[config.mk]
export PLATFORM = sky130hd
export DESIGN_NAME = ccdh_config
export DESIGN_NICKNAME = d
export VERILOG_FILES = /design/src/hdl/ccdh_config.v /design/src/hdl/ccdh_edge_gen.v
export VERILOG_INCLUDE_DIRS = /design/src /design/src/pkg
export SDC_FILE = /design/constraint.sdc
export NUM_CORES = 1
export LEC_CHECK = 0
export BUFFER_PORTS_ARGS = -buffer_cell sky130_fd_sc_hd__buf_4
export CAP_MARGIN = 40
export CORE_AREA = 2 2 127 129
export CTS_BUF_LIST = sky130_fd_sc_hd__clkbuf_8
export CTS_CLUSTER_SIZE = 14
export DETAILED_ROUTE_END_ITERATION = 10
export DIE_AREA = 0 0 129 131
export GPL_TIMING_DRIVEN = 1
export PLACE_DENSITY_LB_ADDON = 0.05
export SLEW_MARGIN = 20
export SYNTH_ARGS = -nofsm -noshare
export SYNTH_HDL_FRONTEND = slang
export SYNTH_SLANG_ARGS = --single-unit
export TNS_END_PERCENT = 20
[constraint.sdc]
create_clock -name clk -period 3 [get_ports clk]
set_input_delay 0.15 -clock clk [delete_from_list [all_inputs] [get_ports clk]]
set_output_delay 0.15 -clock clk [all_outputs]
set_load 0.01 [all_outputs]
[src/pkg/ccdh_consts.vh]
`ifndef CCDH_CONSTS_VH
`define CCDH_CONSTS_VH

// ****************************************
// serial register addresses
// ****************************************
`define CCDH_ADDR_OPMODE_LO   8'h00
`define CCDH_ADDR_OPMODE_HI   8'h01
`define CCDH_ADDR_CTLMODE     8'h06
`define CCDH_ADDR_HA_POL      8'he5
`define CCDH_ADDR_HA_RISE     8'he6
`define CCDH_ADDR_HA_FALL     8'he7
`define CCDH_ADDR_HA_DRV      8'he8
`define CCDH_ADDR_HA_INV_DRV  8'he9
`define CCDH_ADDR_HB_DRV      8'hea
`define CCDH_ADDR_HB_INV_DRV  8'heb
`define CCDH_ADDR_RG_POL      8'hec
`define CCDH_ADDR_RG_RISE     8'hed
`define CCDH_ADDR_RG_FALL     8'hee
`define CCDH_ADDR_RG_DRV      8'hef
`define CCDH_ADDR_REF_POS     8'hf0
`define CCDH_ADDR_DAT_POS     8'hf1

// ****************************************
// reset values
// ****************************************
`define CCDH_RST_OPMODE       8'h00
`define CCDH_RST_CTLMODE      6'h00
`define CCDH_RST_POL          1'h0
`define CCDH_RST_HA_RISE      6'h00
`define CCDH_RST_HA_FALL      6'h20
`define CCDH_RST_H_DRV        3'h3
`define CCDH_RST_RG_RISE      6'h00
`define CCDH_RST_RG_FALL      6'h10
`define CCDH_RST_RG_DRV       3'h2
`define CCDH_RST_REF_POS      6'h24
`define CCDH_RST_DAT_POS      6'h00

// ****************************************
// field positions
// ****************************************
`define CCDH_OP_PWR_MSB       1
`define CCDH_OP_PWR_LSB       0
`define CCDH_OP_NOCLAMP       2
`define CCDH_OP_LO_WIDTH      6
`define CCDH_CM_COLOR_MSB     2
`define CCDH_CM_COLOR_LSB     0
`define CCDH_CM_GAIN_EN       3
`define CCDH_CM_LATCH         4
`define CCDH_CM_HIZ           5

// ****************************************
// power states and edge grid
// ****************************************
`define CCDH_PWR_FULL         2'h0
`define CCDH_PWR_FAST         2'h1
`define CCDH_PWR_STANDBY      2'h2
`define CCDH_PWR_OFF          2'h3
`define CCDH_EDGES            6'h30
`define CCDH_QUAD_SIZE        6'h0c

`endif

[src/hdl/ccdh_config.v]
`timescale 1ns/1ps
`include "ccdh_consts.vh"

// What this block does
// [RULE1] phase-A polarity bit inverts clock pair
// [RULE2] phase-A rise and fall positions, six bits
// [RULE3] four horizontal drive strengths, zero disables
// [RULE4] reset-gate polarity bit inverts waveform
// [RULE5] reset-gate rise and fall positions
// [RULE6] reset-gate drive strength, default two
// [RULE7] reference and data sample positions
// [RULE8] operating mode split over two addresses
// [RULE9] two-bit power state selection
// [RULE10] bit two disables black clamp loop
// [RULE11] software writes fixed test-mode bits
// [RULE12] control mode at address six, reset zero
// [RULE13] three-bit colour mode selection
// [RULE14] bit three enables pixel gain amp
// [RULE15] bit four selects output latching
// [RULE16] bit five tri-states converter outputs
// [RULE17] pixel period divided into 48 steps
// [RULE18] positions are quadrant plus 0..11
// [RULE19] second and fourth clocks are complements
// [RULE20] clocks rise, fall, then optional inversion
module ccdh_config (
    // clock and reset
    input  wire       clk,
    input  wire       rstn,
    // serial register port
    input  wire       wr_en,
    input  wire [7:0] wr_addr,
    input  wire [7:0] wr_data,
    input  wire       rd_en,
    input  wire [7:0] rd_addr,
    output reg  [7:0] rd_data,
    output reg        rd_valid,
    // pixel grid
    input  wire       pixel_start,
    output reg  [5:0] edge_step,
    // high-speed clocks
    output reg        hclk_phase_a,
    output reg        hclk_phase_a_inv,
    output reg        hclk_phase_b,
    output reg        hclk_phase_b_inv,
    output reg        reset_gate_clk,
    output reg        reference_sample_strobe,
    output reg        data_sample_strobe,
    // driver strengths, zero means driver off
    output reg  [2:0] hclk_a_drv,
    output reg  [2:0] hclk_a_inv_drv,
    output reg  [2:0] hclk_b_drv,
    output reg  [2:0] hclk_b_inv_drv,
    output reg  [2:0] reset_gate_drv,
    output reg        hclk_a_drv_en,
    output reg        hclk_a_inv_drv_en,
    output reg        hclk_b_drv_en,
    output reg        hclk_b_inv_drv_en,
    output reg        reset_gate_drv_en,
    // front-end controls
    output reg  [1:0] power_state,
    output reg        power_full,
    output reg        power_fast_recovery,
    output reg        power_ref_standby,
    output reg        power_shutdown,
    output reg        black_clamp_en,
    output reg  [2:0] color_mode,
    output reg        pixel_gain_amp_en,
    output reg        output_latch_en,
    output reg        adc_out_en
);

    // ****************************************
    // register storage
    // ****************************************
    reg [7:0] operating_mode;
    reg [5:0] control_mode;
    reg       hclk_a_polarity;
    reg [5:0] hclk_a_rise_position;
    reg [5:0] hclk_a_fall_position;
    reg [2:0] hclk_a_drive_strength;
    reg [2:0] hclk_a_inv_drive_strength;
    reg [2:0] hclk_b_drive_strength;
    reg [2:0] hclk_b_inv_drive_strength;
    reg       reset_gate_polarity;
    reg [5:0] reset_gate_rise_position;
    reg [5:0] reset_gate_fall_position;
    reg [2:0] reset_gate_drive_strength;
    reg [5:0] reference_sample_position;
    reg [5:0] data_sample_position;
    reg [7:0] next_rd_data;
    reg [5:0] step;
    wire      wave_ha;
    wire      wave_rg;
    wire      wave_ref;
    wire      wave_dat;
    wire [5:0] ref_fall;
    wire [5:0] dat_fall;

    always @(posedge clk or negedge rstn) begin
        if (!rstn) begin
            operating_mode            <= `CCDH_RST_OPMODE; // [RULE8]
            control_mode              <= `CCDH_RST_CTLMODE; // [RULE12]
            hclk_a_polarity           <= `CCDH_RST_POL; // [RULE1]
            hclk_a_rise_position      <= `CCDH_RST_HA_RISE; // [RULE2]
            hclk_a_fall_position      <= `CCDH_RST_HA_FALL; // [RULE2]
            hclk_a_drive_strength     <= `CCDH_RST_H_DRV; // [RULE3]
            hclk_a_inv_drive_strength <= `CCDH_RST_H_DRV; // [RULE3]
            hclk_b_drive_strength     <= `CCDH_RST_H_DRV; // [RULE3]
            hclk_b_inv_drive_strength <= `CCDH_RST_H_DRV; // [RULE3]
            reset_gate_polarity       <= `CCDH_RST_POL; // [RULE4]
            reset_gate_rise_position  <= `CCDH_RST_RG_RISE; // [RULE5]
            reset_gate_fall_position  <= `CCDH_RST_RG_FALL; // [RULE5]
            reset_gate_drive_strength <= `CCDH_RST_RG_DRV; // [RULE6]
            reference_sample_position <= `CCDH_RST_REF_POS; // [RULE7]
            data_sample_position      <= `CCDH_RST_DAT_POS; // [RULE7]
        end else if (wr_en) begin
            case (wr_addr)
                `CCDH_ADDR_OPMODE_LO: begin
                    operating_mode[5:0] <= wr_data[5:0]; // [RULE8] [RULE11]
                end
                `CCDH_ADDR_OPMODE_HI: begin
                    operating_mode[7:6] <= wr_data[1:0]; // [RULE8]
                end
                `CCDH_ADDR_CTLMODE: begin
                    control_mode <= wr_data[5:0]; // [RULE12]
                end
                `CCDH_ADDR_HA_POL: begin
                    hclk_a_polarity <= wr_data[0]; // [RULE1]
                end
                `CCDH_ADDR_HA_RISE: begin
                    hclk_a_rise_position <= wr_data[5:0]; // [RULE2]
                end
                `CCDH_ADDR_HA_FALL: begin
                    hclk_a_fall_position <= wr_data[5:0]; // [RULE2]
                end
                `CCDH_ADDR_HA_DRV: begin
                    hclk_a_drive_strength <= wr_data[2:0]; // [RULE3]
                end
                `CCDH_ADDR_HA_INV_DRV: begin
                    hclk_a_inv_drive_strength <= wr_data[2:0]; // [RULE3]
                end
                `CCDH_ADDR_HB_DRV: begin
                    hclk_b_drive_strength <= wr_data[2:0]; // [RULE3]
                end
                `CCDH_ADDR_HB_INV_DRV: begin
                    hclk_b_inv_drive_strength <= wr_data[2:0]; // [RULE3]
                end
                `CCDH_ADDR_RG_POL: begin
                    reset_gate_polarity <= wr_data[0]; // [RULE4]
                end
                `CCDH_ADDR_RG_RISE: begin
                    reset_gate_rise_position <= wr_data[5:0]; // [RULE5]
                end
                `CCDH_ADDR_RG_FALL: begin
                    reset_gate_fall_position <= wr_data[5:0]; // [RULE5]
                end
                `CCDH_ADDR_RG_DRV: begin
                    reset_gate_drive_strength <= wr_data[2:0]; // [RULE6]
                end
                `CCDH_ADDR_REF_POS: begin
                    reference_sample_position <= wr_data[5:0]; // [RULE7]
                end
                `CCDH_ADDR_DAT_POS: begin
                    data_sample_position <= wr_data[5:0]; // [RULE7]
                end
                default: begin
                end
            endcase
        end
    end

    // ****************************************
    // read-back
    // ****************************************
    always @* begin
        next_rd_data = 8'h00;
        case (rd_addr)
            `CCDH_ADDR_OPMODE_LO:  next_rd_data = {2'h0, operating_mode[5:0]};
            `CCDH_ADDR_OPMODE_HI:  next_rd_data = {6'h00, operating_mode[7:6]};
            `CCDH_ADDR_CTLMODE:    next_rd_data = {2'h0, control_mode};
            `CCDH_ADDR_HA_POL:     next_rd_data = {7'h00, hclk_a_polarity};
            `CCDH_ADDR_HA_RISE:    next_rd_data = {2'h0, hclk_a_rise_position};
            `CCDH_ADDR_HA_FALL:    next_rd_data = {2'h0, hclk_a_fall_position};
            `CCDH_ADDR_HA_DRV:     next_rd_data = {5'h00, hclk_a_drive_strength};
            `CCDH_ADDR_HA_INV_DRV: next_rd_data = {5'h00, hclk_a_inv_drive_strength};
            `CCDH_ADDR_HB_DRV:     next_rd_data = {5'h00, hclk_b_drive_strength};
            `CCDH_ADDR_HB_INV_DRV: next_rd_data = {5'h00, hclk_b_inv_drive_strength};
            `CCDH_ADDR_RG_POL:     next_rd_data = {7'h00, reset_gate_polarity};
            `CCDH_ADDR_RG_RISE:    next_rd_data = {2'h0, reset_gate_rise_position};
            `CCDH_ADDR_RG_FALL:    next_rd_data = {2'h0, reset_gate_fall_position};
            `CCDH_ADDR_RG_DRV:     next_rd_data = {5'h00, reset_gate_drive_strength};
            `CCDH_ADDR_REF_POS:    next_rd_data = {2'h0, reference_sample_position};
            `CCDH_ADDR_DAT_POS:    next_rd_data = {2'h0, data_sample_position};
            default:               next_rd_data = 8'h00;
        endcase
    end

    always @(posedge clk or negedge rstn) begin
        if (!rstn) begin
            rd_data  <= 8'h00;
            rd_valid <= 1'b0;
        end else begin
            rd_valid <= rd_en;
            if (rd_en)
                rd_data <= next_rd_data;
        end
    end

    // ****************************************
    // 48-step edge grid
    // ****************************************
    always @(posedge clk or negedge rstn) begin
        if (!rstn) begin
            step      <= 6'h00;
            edge_step <= 6'h00;
        end else begin
            if (pixel_start || step == `CCDH_EDGES - 6'h01)
                step <= 6'h00; // [RULE17]
            else
                step <= step + 6'h01; // [RULE17]
            edge_step <= step;
        end
    end

    // strobes are one grid step wide from any sample position but step 47, where they never fall
    assign ref_fall = reference_sample_position + 6'h01;
    assign dat_fall = data_sample_position + 6'h01;

    ccdh_edge_gen u_edge_ha (
        .clk      (clk),
        .rstn     (rstn),
        .rise_pos (hclk_a_rise_position),
        .fall_pos (hclk_a_fall_position),
        .invert   (hclk_a_polarity),
        .step     (step),
        .wave     (wave_ha)
    );

    ccdh_edge_gen u_edge_rg (
        .clk      (clk),
        .rstn     (rstn),
        .rise_pos (reset_gate_rise_position),
        .fall_pos (reset_gate_fall_position),
        .invert   (reset_gate_polarity),
        .step     (step),
        .wave     (wave_rg)
    );

    ccdh_edge_gen u_edge_ref (
        .clk      (clk),
        .rstn     (rstn),
        .rise_pos (reference_sample_position),
        .fall_pos (ref_fall),
        .invert   (1'b0),
        .step     (step),
        .wave     (wave_ref)
    );

    ccdh_edge_gen u_edge_dat (
        .clk      (clk),
        .rstn     (rstn),
        .rise_pos (data_sample_position),
        .fall_pos (dat_fall),
        .invert   (1'b0),
        .step     (step),
        .wave     (wave_dat)
    );

    // ****************************************
    // output stage
    // ****************************************
    always @(posedge clk or negedge rstn) begin
        if (!rstn) begin
            hclk_phase_a            <= 1'b0;
            hclk_phase_a_inv        <= 1'b1;
            hclk_phase_b            <= 1'b0;
            hclk_phase_b_inv        <= 1'b1;
            reset_gate_clk          <= 1'b0;
            reference_sample_strobe <= 1'b0;
            data_sample_strobe      <= 1'b0;
            hclk_a_drv              <= `CCDH_RST_H_DRV;
            hclk_a_inv_drv          <= `CCDH_RST_H_DRV;
            hclk_b_drv              <= `CCDH_RST_H_DRV;
            hclk_b_inv_drv          <= `CCDH_RST_H_DRV;
            reset_gate_drv          <= `CCDH_RST_RG_DRV;
            hclk_a_drv_en           <= 1'b1;
            hclk_a_inv_drv_en       <= 1'b1;
            hclk_b_drv_en           <= 1'b1;
            hclk_b_inv_drv_en       <= 1'b1;
            reset_gate_drv_en       <= 1'b1;
            power_state             <= `CCDH_PWR_FULL;
            power_full              <= 1'b1;
            power_fast_recovery     <= 1'b0;
            power_ref_standby       <= 1'b0;
            power_shutdown          <= 1'b0;
            black_clamp_en          <= 1'b1;
            color_mode              <= 3'h0;
            pixel_gain_amp_en       <= 1'b0;
            output_latch_en         <= 1'b0;
            adc_out_en              <= 1'b1;
        end else begin
            // phase B shares the phase-A waveform
            hclk_phase_a            <= wave_ha; // [RULE1] [RULE20]
            hclk_phase_a_inv        <= ~wave_ha; // [RULE19]
            hclk_phase_b            <= wave_ha;
            hclk_phase_b_inv        <= ~wave_ha; // [RULE19]
            reset_gate_clk          <= wave_rg; // [RULE4] [RULE20]
            reference_sample_strobe <= wave_ref; // [RULE7]
            data_sample_strobe      <= wave_dat; // [RULE7]
            hclk_a_drv              <= hclk_a_drive_strength; // [RULE3]
            hclk_a_inv_drv          <= hclk_a_inv_drive_strength; // [RULE3]
            hclk_b_drv              <= hclk_b_drive_strength; // [RULE3]
            hclk_b_inv_drv          <= hclk_b_inv_drive_strength; // [RULE3]
            reset_gate_drv          <= reset_gate_drive_strength; // [RULE6]
            hclk_a_drv_en           <= |hclk_a_drive_strength; // [RULE3]
            hclk_a_inv_drv_en       <= |hclk_a_inv_drive_strength; // [RULE3]
            hclk_b_drv_en           <= |hclk_b_drive_strength; // [RULE3]
            hclk_b_inv_drv_en       <= |hclk_b_inv_drive_strength; // [RULE3]
            reset_gate_drv_en       <= |reset_gate_drive_strength; // [RULE6]
            power_state             <= operating_mode[`CCDH_OP_PWR_MSB:`CCDH_OP_PWR_LSB]; // [RULE9]
            power_full              <= operating_mode[1:0] == `CCDH_PWR_FULL; // [RULE9]
            power_fast_recovery     <= operating_mode[1:0] == `CCDH_PWR_FAST; // [RULE9]
            power_ref_standby       <= operating_mode[1:0] == `CCDH_PWR_STANDBY; // [RULE9]
            power_shutdown          <= operating_mode[1:0] == `CCDH_PWR_OFF; // [RULE9]
            black_clamp_en          <= ~operating_mode[`CCDH_OP_NOCLAMP]; // [RULE10]
            color_mode              <= control_mode[`CCDH_CM_COLOR_MSB:`CCDH_CM_COLOR_LSB]; // [RULE13]
            pixel_gain_amp_en       <= control_mode[`CCDH_CM_GAIN_EN]; // [RULE14]
            output_latch_en         <= control_mode[`CCDH_CM_LATCH]; // [RULE15]
            adc_out_en              <= ~control_mode[`CCDH_CM_HIZ]; // [RULE16]
        end
    end

endmodule

[src/hdl/ccdh_edge_gen.v]
`timescale 1ns/1ps
`include "ccdh_consts.vh"

// one programmable edge waveform on the 48-step pixel grid
module ccdh_edge_gen (
    // clock and reset
    input  wire       clk,
    input  wire       rstn,
    // settings
    input  wire [5:0] rise_pos,
    input  wire [5:0] fall_pos,
    input  wire       invert,
    // grid position
    input  wire [5:0] step,
    // waveform
    output reg        wave
);

    reg        level;
    reg        next_level;
    wire [5:0] rise_lin;
    wire [5:0] fall_lin;

    // quadrant in the upper bits, 0..11 in the lower
    assign rise_lin = rise_pos[5:4] * `CCDH_QUAD_SIZE + {2'h0, rise_pos[3:0]}; // [RULE18]
    assign fall_lin = fall_pos[5:4] * `CCDH_QUAD_SIZE + {2'h0, fall_pos[3:0]}; // [RULE18]

    always @* begin
        next_level = level;
        if (step == rise_lin)
            next_level = 1'b1; // [RULE20]
        if (step == fall_lin)
            next_level = 1'b0; // [RULE20]
    end

    always @(posedge clk or negedge rstn) begin
        if (!rstn) begin
            level <= 1'b0;
            wave  <= 1'b0;
        end else begin
            level <= next_level;
            wave  <= next_level ^ invert; // [RULE1] [RULE4]
        end
    end

endmodule

==> out/qor.yml, run 1 <==
grt_pass1_vias: 4844
ys_seq_area_share_pct: 47.7
via_per_inst: 5.28
grt_max_degree: 74
slew_headroom_pct: 53.7
peakVddDrop_mv: 0.254
die_x_um: 129
cts-root-buf: "clkbuf_8"
endpoint: "u_edge_ref.wave"
maxCapViolCount: 0
fmax_mhz: 380
dp_slack_ns: 0.403
r2r-start: "reference_sample_position[2]"
synth_ff_type: "dfrtp_1"
rsz0062_at_grt: "false"
hold_viol: 0
r2r_end: "u_edge_ref.wave"
clkTransAtPathRegs_ns: 0.08
avgSynthCellArea_um2: 12.0
dr.first_iter.drc_count: 329
cts_buffer_depth: 2
hpwl_um: 12700
groute.usage.overall_pct: 21.7
hold_class: "in2reg"
power.leakage_nw: 3.98
rows: 46
clock_latency_ns: 0.46
path_class: "reg2reg"
tightest_slew_ns: 0.694
syn_area_mm2: 0.00690
grt_pass1_wl_um: 27200
yosysWarningCount: 0
cp-startpoint: "reference_sample_position[2]"
start_util_pct: 44.2
h-tree-depth: 4
cp_max_fo: 6
min_period_ns: 2.63
cpMaxStageDelayCell: "dfstp_2"
fin_crit_sh_pct: 87.6
finalSetupTns_ns: 0
ff_latch_area_mm2: 0.00329
cts_num_sinks: 130
io_buffers: 79
multi_input_area_mm2: 0.00337
outcome: "finished, final reports clean"
max_stage_delay_ns: 0.60
fin_nets: 735
drive_gt1_share_pct: 26.3
r2r_cells: 9
setup_viol: 0
crit_path_end_kind: "register"
drtPass1Iterations: 5
slew_viol_final: 0
vias: 4707
antenna_found_initial: 0
startpoint_type: "register"
avgRoutedWirePerCell_um: 19.4
die_h_um: 131
reg2reg_slack_ns: 0.37
fin_ws_ns: 0.371
core_region_area_mm2: 0.0156
gp_congestion: 0.795
ys_types: 64
ios: 84
utilization_pct: 52.1
routed_wl_um: 17300
crit_top_cell: "xor2_1"
cp_data_required_time_ns: 3.35
syn_inst: 575
skew_ns: 0.0118
drc: 0
diodes: 0
cts_tree: "built"
cts-resized-gates: 0
ys_ff_latch: 130
grt_overflow_total: 0
crit_arrival_ns: 2.97
cts_buffers: 17
dieArea_mm2: 0.0169
ant_nets: 0
syn2layout_area_growth_pct: 17.9
path_cells: "nand3_1 -> nor2_1 -> xor2_1 -> ha_1 -> fa_1 -> xor2_1 -> o211ai_1 -> o21ai_1 -> a21oi_1"
nFillCells: 1411
power.density_mw_per_mm2: 483
postSynth.asyncResetShare_pct: 100
synth_enable_flop_cells: 0
## worst min-delay path by stage
stage,from,endpoint,slack [ns],cells past startpoint
floorplan,rstn,color_mode[0],-0.15,0
global placement,rstn,hclk_a_fall_position[4],0.20,1
detailed placement,rstn,u_edge_ha.level,0.21,1
CTS,wr_data[4],hclk_a_rise_position[4],0.007,3
global route,wr_data[3],hclk_a_fall_position[3],0.03,2
finish,wr_data[3],operating_mode[3],0.04,2
## worst max-delay path, delay by kind of cell (launching register included)
kind	cells	cell delay [ns]
adders and majority gates	2	0.88
DFF	1	0.60
xor gates and xnor gates	2	0.40
and+or+nand+nor	2	0.28
AOI/OAI and AO/OA	3	0.36
## registers in the layout, summed over array words and instances (netlist names), 6 cells and up
name,flops
step,6
operating_mode,8
hclk_a_rise_position,6
reset_gate_rise_position,6
data_sample_position,6
hclk_a_fall_position,6
edge_step,6
reference_sample_position,6
rd_data,6
control_mode,6
reset_gate_fall_position,6
## synth_stat cells, types with 3 or more instances
cell | count | area share, %
o211ai_1 | 3 | 0.33
mux2i_1 | 12 | 1.7
nor2_2 | 5 | 0.45
a32oi_1 | 4 | 0.51
nor3_1 | 4 | 0.29
o21ai_1 | 5 | 0.36
a22oi_1 | 4 | 0.44
nor4_1 | 5 | 0.45
nor2b_1 | 10 | 0.91
a21oi_1 | 14 | 1.0
nand3_1 | 17 | 1.2
inv_1 | 27 | 1.5
dfstp_2 | 31 | 12
a211oi_1 | 5 | 0.54
xor2_1 | 27 | 3.4
ha_1 | 35 | 6.3
buf_2 | 9 | 0.65
nor3b_1 | 3 | 0.33
nor3_2 | 4 | 0.58
buf_4 | 5 | 0.54
clkbuf_1 | 9 | 0.49
o22ai_1 | 3 | 0.27
or3_1 | 9 | 0.82
a311oi_1 | 3 | 0.38
nand4_1 | 6 | 0.54
mux2_1 | 70 | 11
and3_1 | 10 | 0.91
xnor2_1 | 45 | 5.7
fa_1 | 8 | 2.3
o21ai_0 | 5 | 0.36
nand2_1 | 22 | 1.2
nor2_1 | 15 | 0.82
a22o_1 | 3 | 0.38
dfrtp_1 | 99 | 36
## per-layer routing
metal | share of wire (%) | up-vias | track usage, %
li1 | - | 2201 | -
met1 | 47 | 2397 | 30.2
met2 | 48 | 95 | 34.5
met3 | 3.9 | 14 | 4.11
met4 | 0.99 | 0 | 7.16
met5 | 0 | - | 0
## cell usage in the layout (no fill, tap or decap), drive strengths merged, types with 6 or more instances in the layout
| cell type | instances |
|---|---|
| a21oi | 16 |
| xor2 | 27 |
| and3 | 10 |
| nand2 | 22 |
| nand3 | 17 |
| o21ai | 10 |
| ha | 35 |
| inv | 33 |
| a22oi | 6 |
| clkinv | 9 |
| clkbuf | 17 |
| dfrtp | 99 |
| xnor2 | 45 |
| or3 | 10 |
| fa | 8 |
| dfstp | 31 |
| mux2i | 12 |
| nor2b | 10 |
| nand4 | 6 |
| mux2 | 72 |
| nor3 | 8 |
| nor2 | 20 |
| buf | 89 |
## stage by stage
| stage | instance area, um2 | hold WS, ns | instances | power (mW) |
|---|---|---|---|---|
| 6_report | 8130 | 0.0363 | 892 | 3.93 |
| 5_1_grt | 8130 | 0.0298 | 892 | 4.13 |
| 4_1_cts | 8130 | 0.00675 | 892 | 3.99 |
| 3_5_place_dp | 7720 | 0.213 | 856 | 2.55 |
| 3_3_place_gp | 7720 | 0.202 | 856 | 2.54 |
| 2_1_floorplan | 6900 | -0.146 | 576 | 2.29 |
## layout make-up
| class | count | area share (%) |
|---|---|---|
| sequential | 130 | 40.5 |
| timing repair buffer | 93 | 8.76 |
| multi-input combinational | 392 | 41.5 |
| inverter | 29 | 1.35 |
| clock inverter | 15 | 1.66 |
| tap | 216 | 3.33 |
| clock buffer | 17 | 2.88 |
## cell families after synthesis
group,share of synthesized area [%]
flip-flops,47.7
AND/OR/NAND/NOR,9.78
multiplexers,13.5
XOR/XNOR,9.14
AO/OA/AOI/OAI,7.73
buffers and inverters,3.39
adder cells (fa/ha/maj),8.67
other,0.0544
## power breakdown
part	switching (mW)	internal (mW)	total, mW
Combinational	0.291	0.251	0.542
Sequential	0.0889	1.89	1.98
Clock	0.750	0.661	1.41
## what timing repair did
item / 4_1_cts / 5_1_grt
hold buffers: 4 / 0
endpoints found under the hold margin: 53 / 0
buffers inserted: 0 / 0
(Power assumes the default switching activity.)
==> run 2, diff against run 1 <==
--- a/config.mk
+++ b/config.mk
@@ -14,9 +14,11 @@
 export DETAILED_ROUTE_END_ITERATION = 10
 export DIE_AREA = 0 0 129 131
 export GPL_TIMING_DRIVEN = 1
+export HOLD_SLACK_MARGIN = 0.1
 export PLACE_DENSITY_LB_ADDON = 0.05
-export SLEW_MARGIN = 20
+export SLEW_MARGIN = 0
 export SYNTH_ARGS = -nofsm -noshare
 export SYNTH_HDL_FRONTEND = slang
+export SYNTH_HIERARCHICAL = 1
 export SYNTH_SLANG_ARGS = --single-unit
 export TNS_END_PERCENT = 20
==> out/qor.yml, run 2 <==
grt_max_degree: 67
hpwl_um: 12100
clkTransAtPathRegs_ns: 0.09
finalSetupTns_ns: 0
syn_inst: 568
groute.usage.overall_pct: 21.2
power.density_mw_per_mm2: 513
fin_nets: 741
avgRoutedWirePerCell_um: 18.8
tightest_slew_ns: 0.725
diodes: 0
via_per_inst: 5.27
fin_crit_sh_pct: 94.4
largest_reg_flops: 8
hold_class: "in2reg"
ys_ff_latch: 132
skew_ns: 0.00894
gp_congestion: 0.816
routed_wl_um: 16900
dpl_cell_area_mm2: 0.00770
die_x_um: 129
dp_cells: 850
clkPwrFrac_pct: 36.5
synth_enable_flop_cells: 0
fmax_mhz: 353
fin_cells: 898
cts_buffer_depth: 2
dieArea_mm2: 0.0169
path_class: "reg2reg"
synth_top_area_cell: "dfrtp_1"
maxCapViolCount: 0
cts-root-buf: "clkbuf_8"
peakVddDrop_mv: 0.355
drc: 0
met3_usage_pct: 5.33
grtUsageMet2_pct: 34.0
yosysWarningCount: 6
drive_gt1_share_pct: 35.5
io_buffers: 79
grt_pass1_wl_um: 26900
start_util_pct: 44.2
synth_top_area_share_pct: 36.7
synth_ff_type: "dfrtp_1"
final_cell_mix: "dfrtp_1 (98), buf_4 (83), mux2_2 (67)"
ys_types: 56
final_common_cell: "dfrtp_1"
startpoint_type: "register"
h-tree-depth: 4
min_period_ns: 2.83
syn2layout_area_growth_pct: 20.2
antenna_found_initial: 0
outcome: "finished, final reports clean"
synth_area_leaders: "dfrtp_1 (37%), dfstp_2 (12%), mux2_2 (11%)"
p_sw_mw: 1.25
cp_data_required_time_ns: 3.34
avgSynthCellArea_um2: 12.1
largest-register: "operating_mode"
grt_overflow_total: 0
ant_nets: 0
clock_latency_ns: 0.45
rows: 46
drtPass1Iterations: 5
cts_num_sinks: 132
slew_headroom_pct: 51.7
seqPwrFrac_pct: 48.7
power.leakage_nw: 3.90
slew_viol_final: 0
gr-max-usage-layer: "met2"
vias: 4731
cts_buffers: 17
ios: 84
dr.first_iter.drc_count: 273
design_area_mm2: 0.00828
cts_tree: "built"
hold_viol: 0
postSynth.asyncResetShare_pct: 100
core_region_area_mm2: 0.0156
die_h_um: 131
ys_seq_area_share_pct: 48.5
switching_share_pct: 29.4
grt_pass1_vias: 4962
rsz0062_at_grt: "true"
crit_path_end_kind: "register"
grt_use_met1_pct: 28.1
power_frac_comb_pct: 14.8
setup_viol: 0
cp_max_fo: 5
whs_ns: 0.142
crit_arrival_ns: 3.17
syn_area_mm2: 0.00689
yosysMostFrequentCell: "dfrtp_1"
synth_common_cells: "dfrtp_1 (101), mux2_2 (67), xnor2_1 (64)"
p_int_mw: 3.00
==> run 2: cell type report <==
class / count / area, um2
Fill cell: 1381 / 7310
Inverter: 30 / 113
Multi-Input combinational cell: 390 / 3360
Clock buffer: 18 / 248
Clock inverter: 14 / 160
Sequential cell: 132 / 3350
Timing Repair Buffer: 98 / 785
Tap cell: 216 / 270
==> run 2: logic make-up (layout without fill, tap and decap cells) <==
| family | after synthesis | after routing | share of synthesized area (%) |
|---|---|---|---|
| flops | 132 | 132 | 48.5 |
| xor+xnor | 76 | 76 | 9.66 |
| fa+ha+maj | 43 | 43 | 8.68 |
| other cells | 1 | 4 | 0.0544 |
| simple gates | 125 | 125 | 10.3 |
| compound gates | 70 | 70 | 7.75 |
| buf+inv | 49 | 160 | 3.20 |
| mux | 72 | 72 | 11.9 |
==> run 2: what timing repair did <==
action	4_1_cts	5_1_grt
hold endpoints to repair	122	0
hold buffers	13	0
setup endpoints to repair	0	2
setup buffers	0	3
resized for setup	0	6
==> run 2: path summary, 6_finish.rpt <==
| kind | from | to | slack [ns] | depth (start not counted) |
|---|---|---|---|---|
| max in group asynchronous | rstn | hclk_phase_b_inv | 1.93 | 3 |
| min | wr_addr[1] | reset_gate_polarity | 0.14 | 4 |
| max reg2reg | data_sample_position[0] | u_edge_dat/wave | 0.17 | 11 |
| min in group asynchronous | rstn | edge_step[0] | 0.25 | 2 |
| max | data_sample_position[0] | u_edge_dat/wave | 0.17 | 11 |
| min reg2reg | u_edge_ref/wave | reference_sample_strobe | 0.36 | 0 |
==> run 2: worst max-delay path: stages, from the launching register on <==
cell and delay, ns:
dfrtp_1 0.42, ha_1 0.21, nand3_1 0.14, xnor2_2 0.22, inv_1 0.07, ha_1 0.29, inv_1 0.11, fa_1 0.44
xnor2_1 0.16, nand4_1 0.12, o32a_2 0.42, xor2_1 0.14
==> run 2: through the flow <==
| step | setup WS (ns) | total power [mW] | util (%) |
|---|---|---|---|
| CTS | 0.110 | 4.30 | 52.8 |
| floorplan | 0.347 | 2.44 | - |
| finish | 0.168 | 4.25 | 53.1 |
| detailed placement | 0.139 | 2.72 | 49.3 |
| global placement | 0.237 | 2.71 | 49.3 |
| global route | -0.0205 | 4.46 | 53.1 |
==> run 2: routing by layer <==
layer  vias to the layer above  share of wire (%)
li1                       2188                  -
met1                      2388                 46
met2                       137                 48
met3                        18                4.3
met4                         0                1.4
met5                         -                  0
==> run 2: power groups by stage <==
stage	Clock [mW]	Sequential (mW)	Combinational, mW
after floorplan	0	2.10	0.339
after global placement	0	2.11	0.601
after detailed placement	0	2.11	0.616
after CTS	1.60	2.08	0.632
after global routing	1.67	2.09	0.696
final	1.55	2.07	0.629
==> run 3, diff against run 2 <==
--- a/config.mk
+++ b/config.mk
@@ -15,6 +15,7 @@
 export DIE_AREA = 0 0 129 131
 export GPL_TIMING_DRIVEN = 1
 export HOLD_SLACK_MARGIN = 0.1
+export MAX_ROUTING_LAYER = met4
 export PLACE_DENSITY_LB_ADDON = 0.05
 export SLEW_MARGIN = 0
 export SYNTH_ARGS = -nofsm -noshare
==> constraint.sdc (replaced) <==
create_clock -name clk -period 3 [get_ports clk]
set_input_delay 0.15 -clock clk [delete_from_list [all_inputs] [get_ports clk]]
set_output_delay 0.15 -clock clk [all_outputs]
set_load 0.005 [all_outputs]
==> out/qor.yml, run 3 (synthesized netlist as in run 2, its figures left out) <==
slew_viol_final: 0
antenna_found_initial: 0
hold_viol: 0
skew_ns: 0.00777
cts_buffer_depth: 2
fmax_mhz: 354
path_cells: "ha_1 -> nand3_1 -> xnor2_2 -> inv_1 -> ha_1 -> inv_1 -> fa_1 -> xnor2_1 -> nand4_1 -> o32a_2 -> xor2_1"
outcome: "finished, final reports clean"
die_x_um: 129
h-tree-depth: 4
tightest_slew_ns: 0.711
worst-path-buf-inv: 2
dpl_cell_area_mm2: 0.00770
drive_gt1_share_pct: 35.5
path_class: "reg2reg"
ios: 84
start_util_pct: 44.2
dp_slack_ns: 0.139
io_buffers: 79
die_h_um: 131
power.leakage_nw: 3.90
rows: 46
grt_max_degree: 67
dieArea_mm2: 0.0169
gp_congestion: 0.828
grt_pass1_vias: 4961
startpoint_type: "register"
cts-root-buf: "clkbuf_8"
avgRoutedWirePerCell_um: 18.7
final_common_cell: "dfrtp_1"
groute.usage.overall_pct: 21.8
cp_data_required_time_ns: 3.34
drc: 0
cpMaxStageDelayCell: "fa_1"
grt_pass1_wl_um: 26800
vias: 4694
power.density_mw_per_mm2: 510
syn2layout_area_growth_pct: 20.2
fin_nets: 741
min_period_ns: 2.82
fin_cells: 898
final_cell_mix: "dfrtp_1 (98), buf_4 (83), mux2_2 (67)"
critical-path-top-delay-family: "adder cells"
via_per_inst: 5.23
hpwl_um: 12100
crit_arrival_ns: 3.16
peakVddDrop_mv: 0.349
cts_num_sinks: 132
drtPass1Iterations: 6
slew_headroom_pct: 52.6
core_region_area_mm2: 0.0156
dr.first_iter.drc_count: 294
design_area_mm2: 0.00828
total_power_mw: 4.22
cts_tree: "built"
utilization_pct: 53.1
largest_reg_flops: 8
hold_class: "in2reg"
max_stage_delay_ns: 0.44
rsz0062_at_grt: "true"
crit_path_end_kind: "register"
grt_overflow_total: 0
cp_max_fo: 5
routed_wl_um: 16800
largest-register: "operating_mode"
fin_crit_sh_pct: 94.1
maxCapViolCount: 0
cts_buffers: 17
clock_latency_ns: 0.45
diodes: 0
dp_cells: 850
setup_viol: 0
ant_nets: 0
fin_ws_ns: 0.178
clkTransAtPathRegs_ns: 0.08
==> run 3: cell counts in the layout (fill, tap and decap cells not counted) <==
Identical to the previous run, type by type.
==> run 3: path summary, 6_finish.rpt <==
check                                           to                     from  cells past startpoint  slack [ns]
setup / recovery                   u_edge_dat/wave  data_sample_position[0]                     11        0.18
hold / removal                 reset_gate_polarity               wr_addr[1]                      4        0.15
setup reg to reg                   u_edge_dat/wave  data_sample_position[0]                     11        0.18
hold reg to reg            reference_sample_strobe          u_edge_ref/wave                      0        0.36
max in group asynchronous         hclk_phase_b_inv                     rstn                      3        1.90
min in group asynchronous             edge_step[0]                     rstn                      2        0.25
==> run 3: layout make-up <==
class	count	area, um2
fill	1381	7310
timing repair buffer	98	785
sequential	132	3350
multi-input combinational	390	3360
clock buffer	18	248
clock inverter	14	160
inverter	30	113
tap	216	270
==> run 3: timing repair <==
item / in CTS / in global routing
gates resized for setup: 0 / 6
setup endpoints to repair: 0 / 2
setup buffers: 0 / 3
endpoints found under the hold margin: 122 / 0
hold buffers: 13 / 0
==> run 3: layer usage <==
metal / vias up / global-route usage, % / routed length, um
met1: 2345 / 28.1 / 7700
met2: 132 / 34.1 / 8090
met3: 25 / 5.09 / 725
met5: - / - / 0
met4: 0 / 7.42 / 282
li1: 2192 / - / -
==> run 3: worst reg2reg max path: stages, from the launching register on <==
cell	delay [ns]
dfrtp_1	0.43
ha_1	0.21
nand3_1	0.14
xnor2_2	0.21
inv_1	0.07
ha_1	0.29
inv_1	0.10
fa_1	0.44
xnor2_1	0.16
nand4_1	0.12
o32a_2	0.42
xor2_1	0.15
==> run 3: stage by stage <==
stage               hold slack (ns)  TNS (ns)
finish                        0.146         0
global placement              0.187         0
global route                  0.143   -0.0205
CTS                           0.118         0
floorplan                    -0.146         0
detailed placement            0.191         0
==> run 3: where the power goes <==
part | internal (mW) | switching (mW)
combinational | 0.319 | 0.279
clock | 0.727 | 0.824
sequential | 1.96 | 0.116
total | 3.00 | 1.22
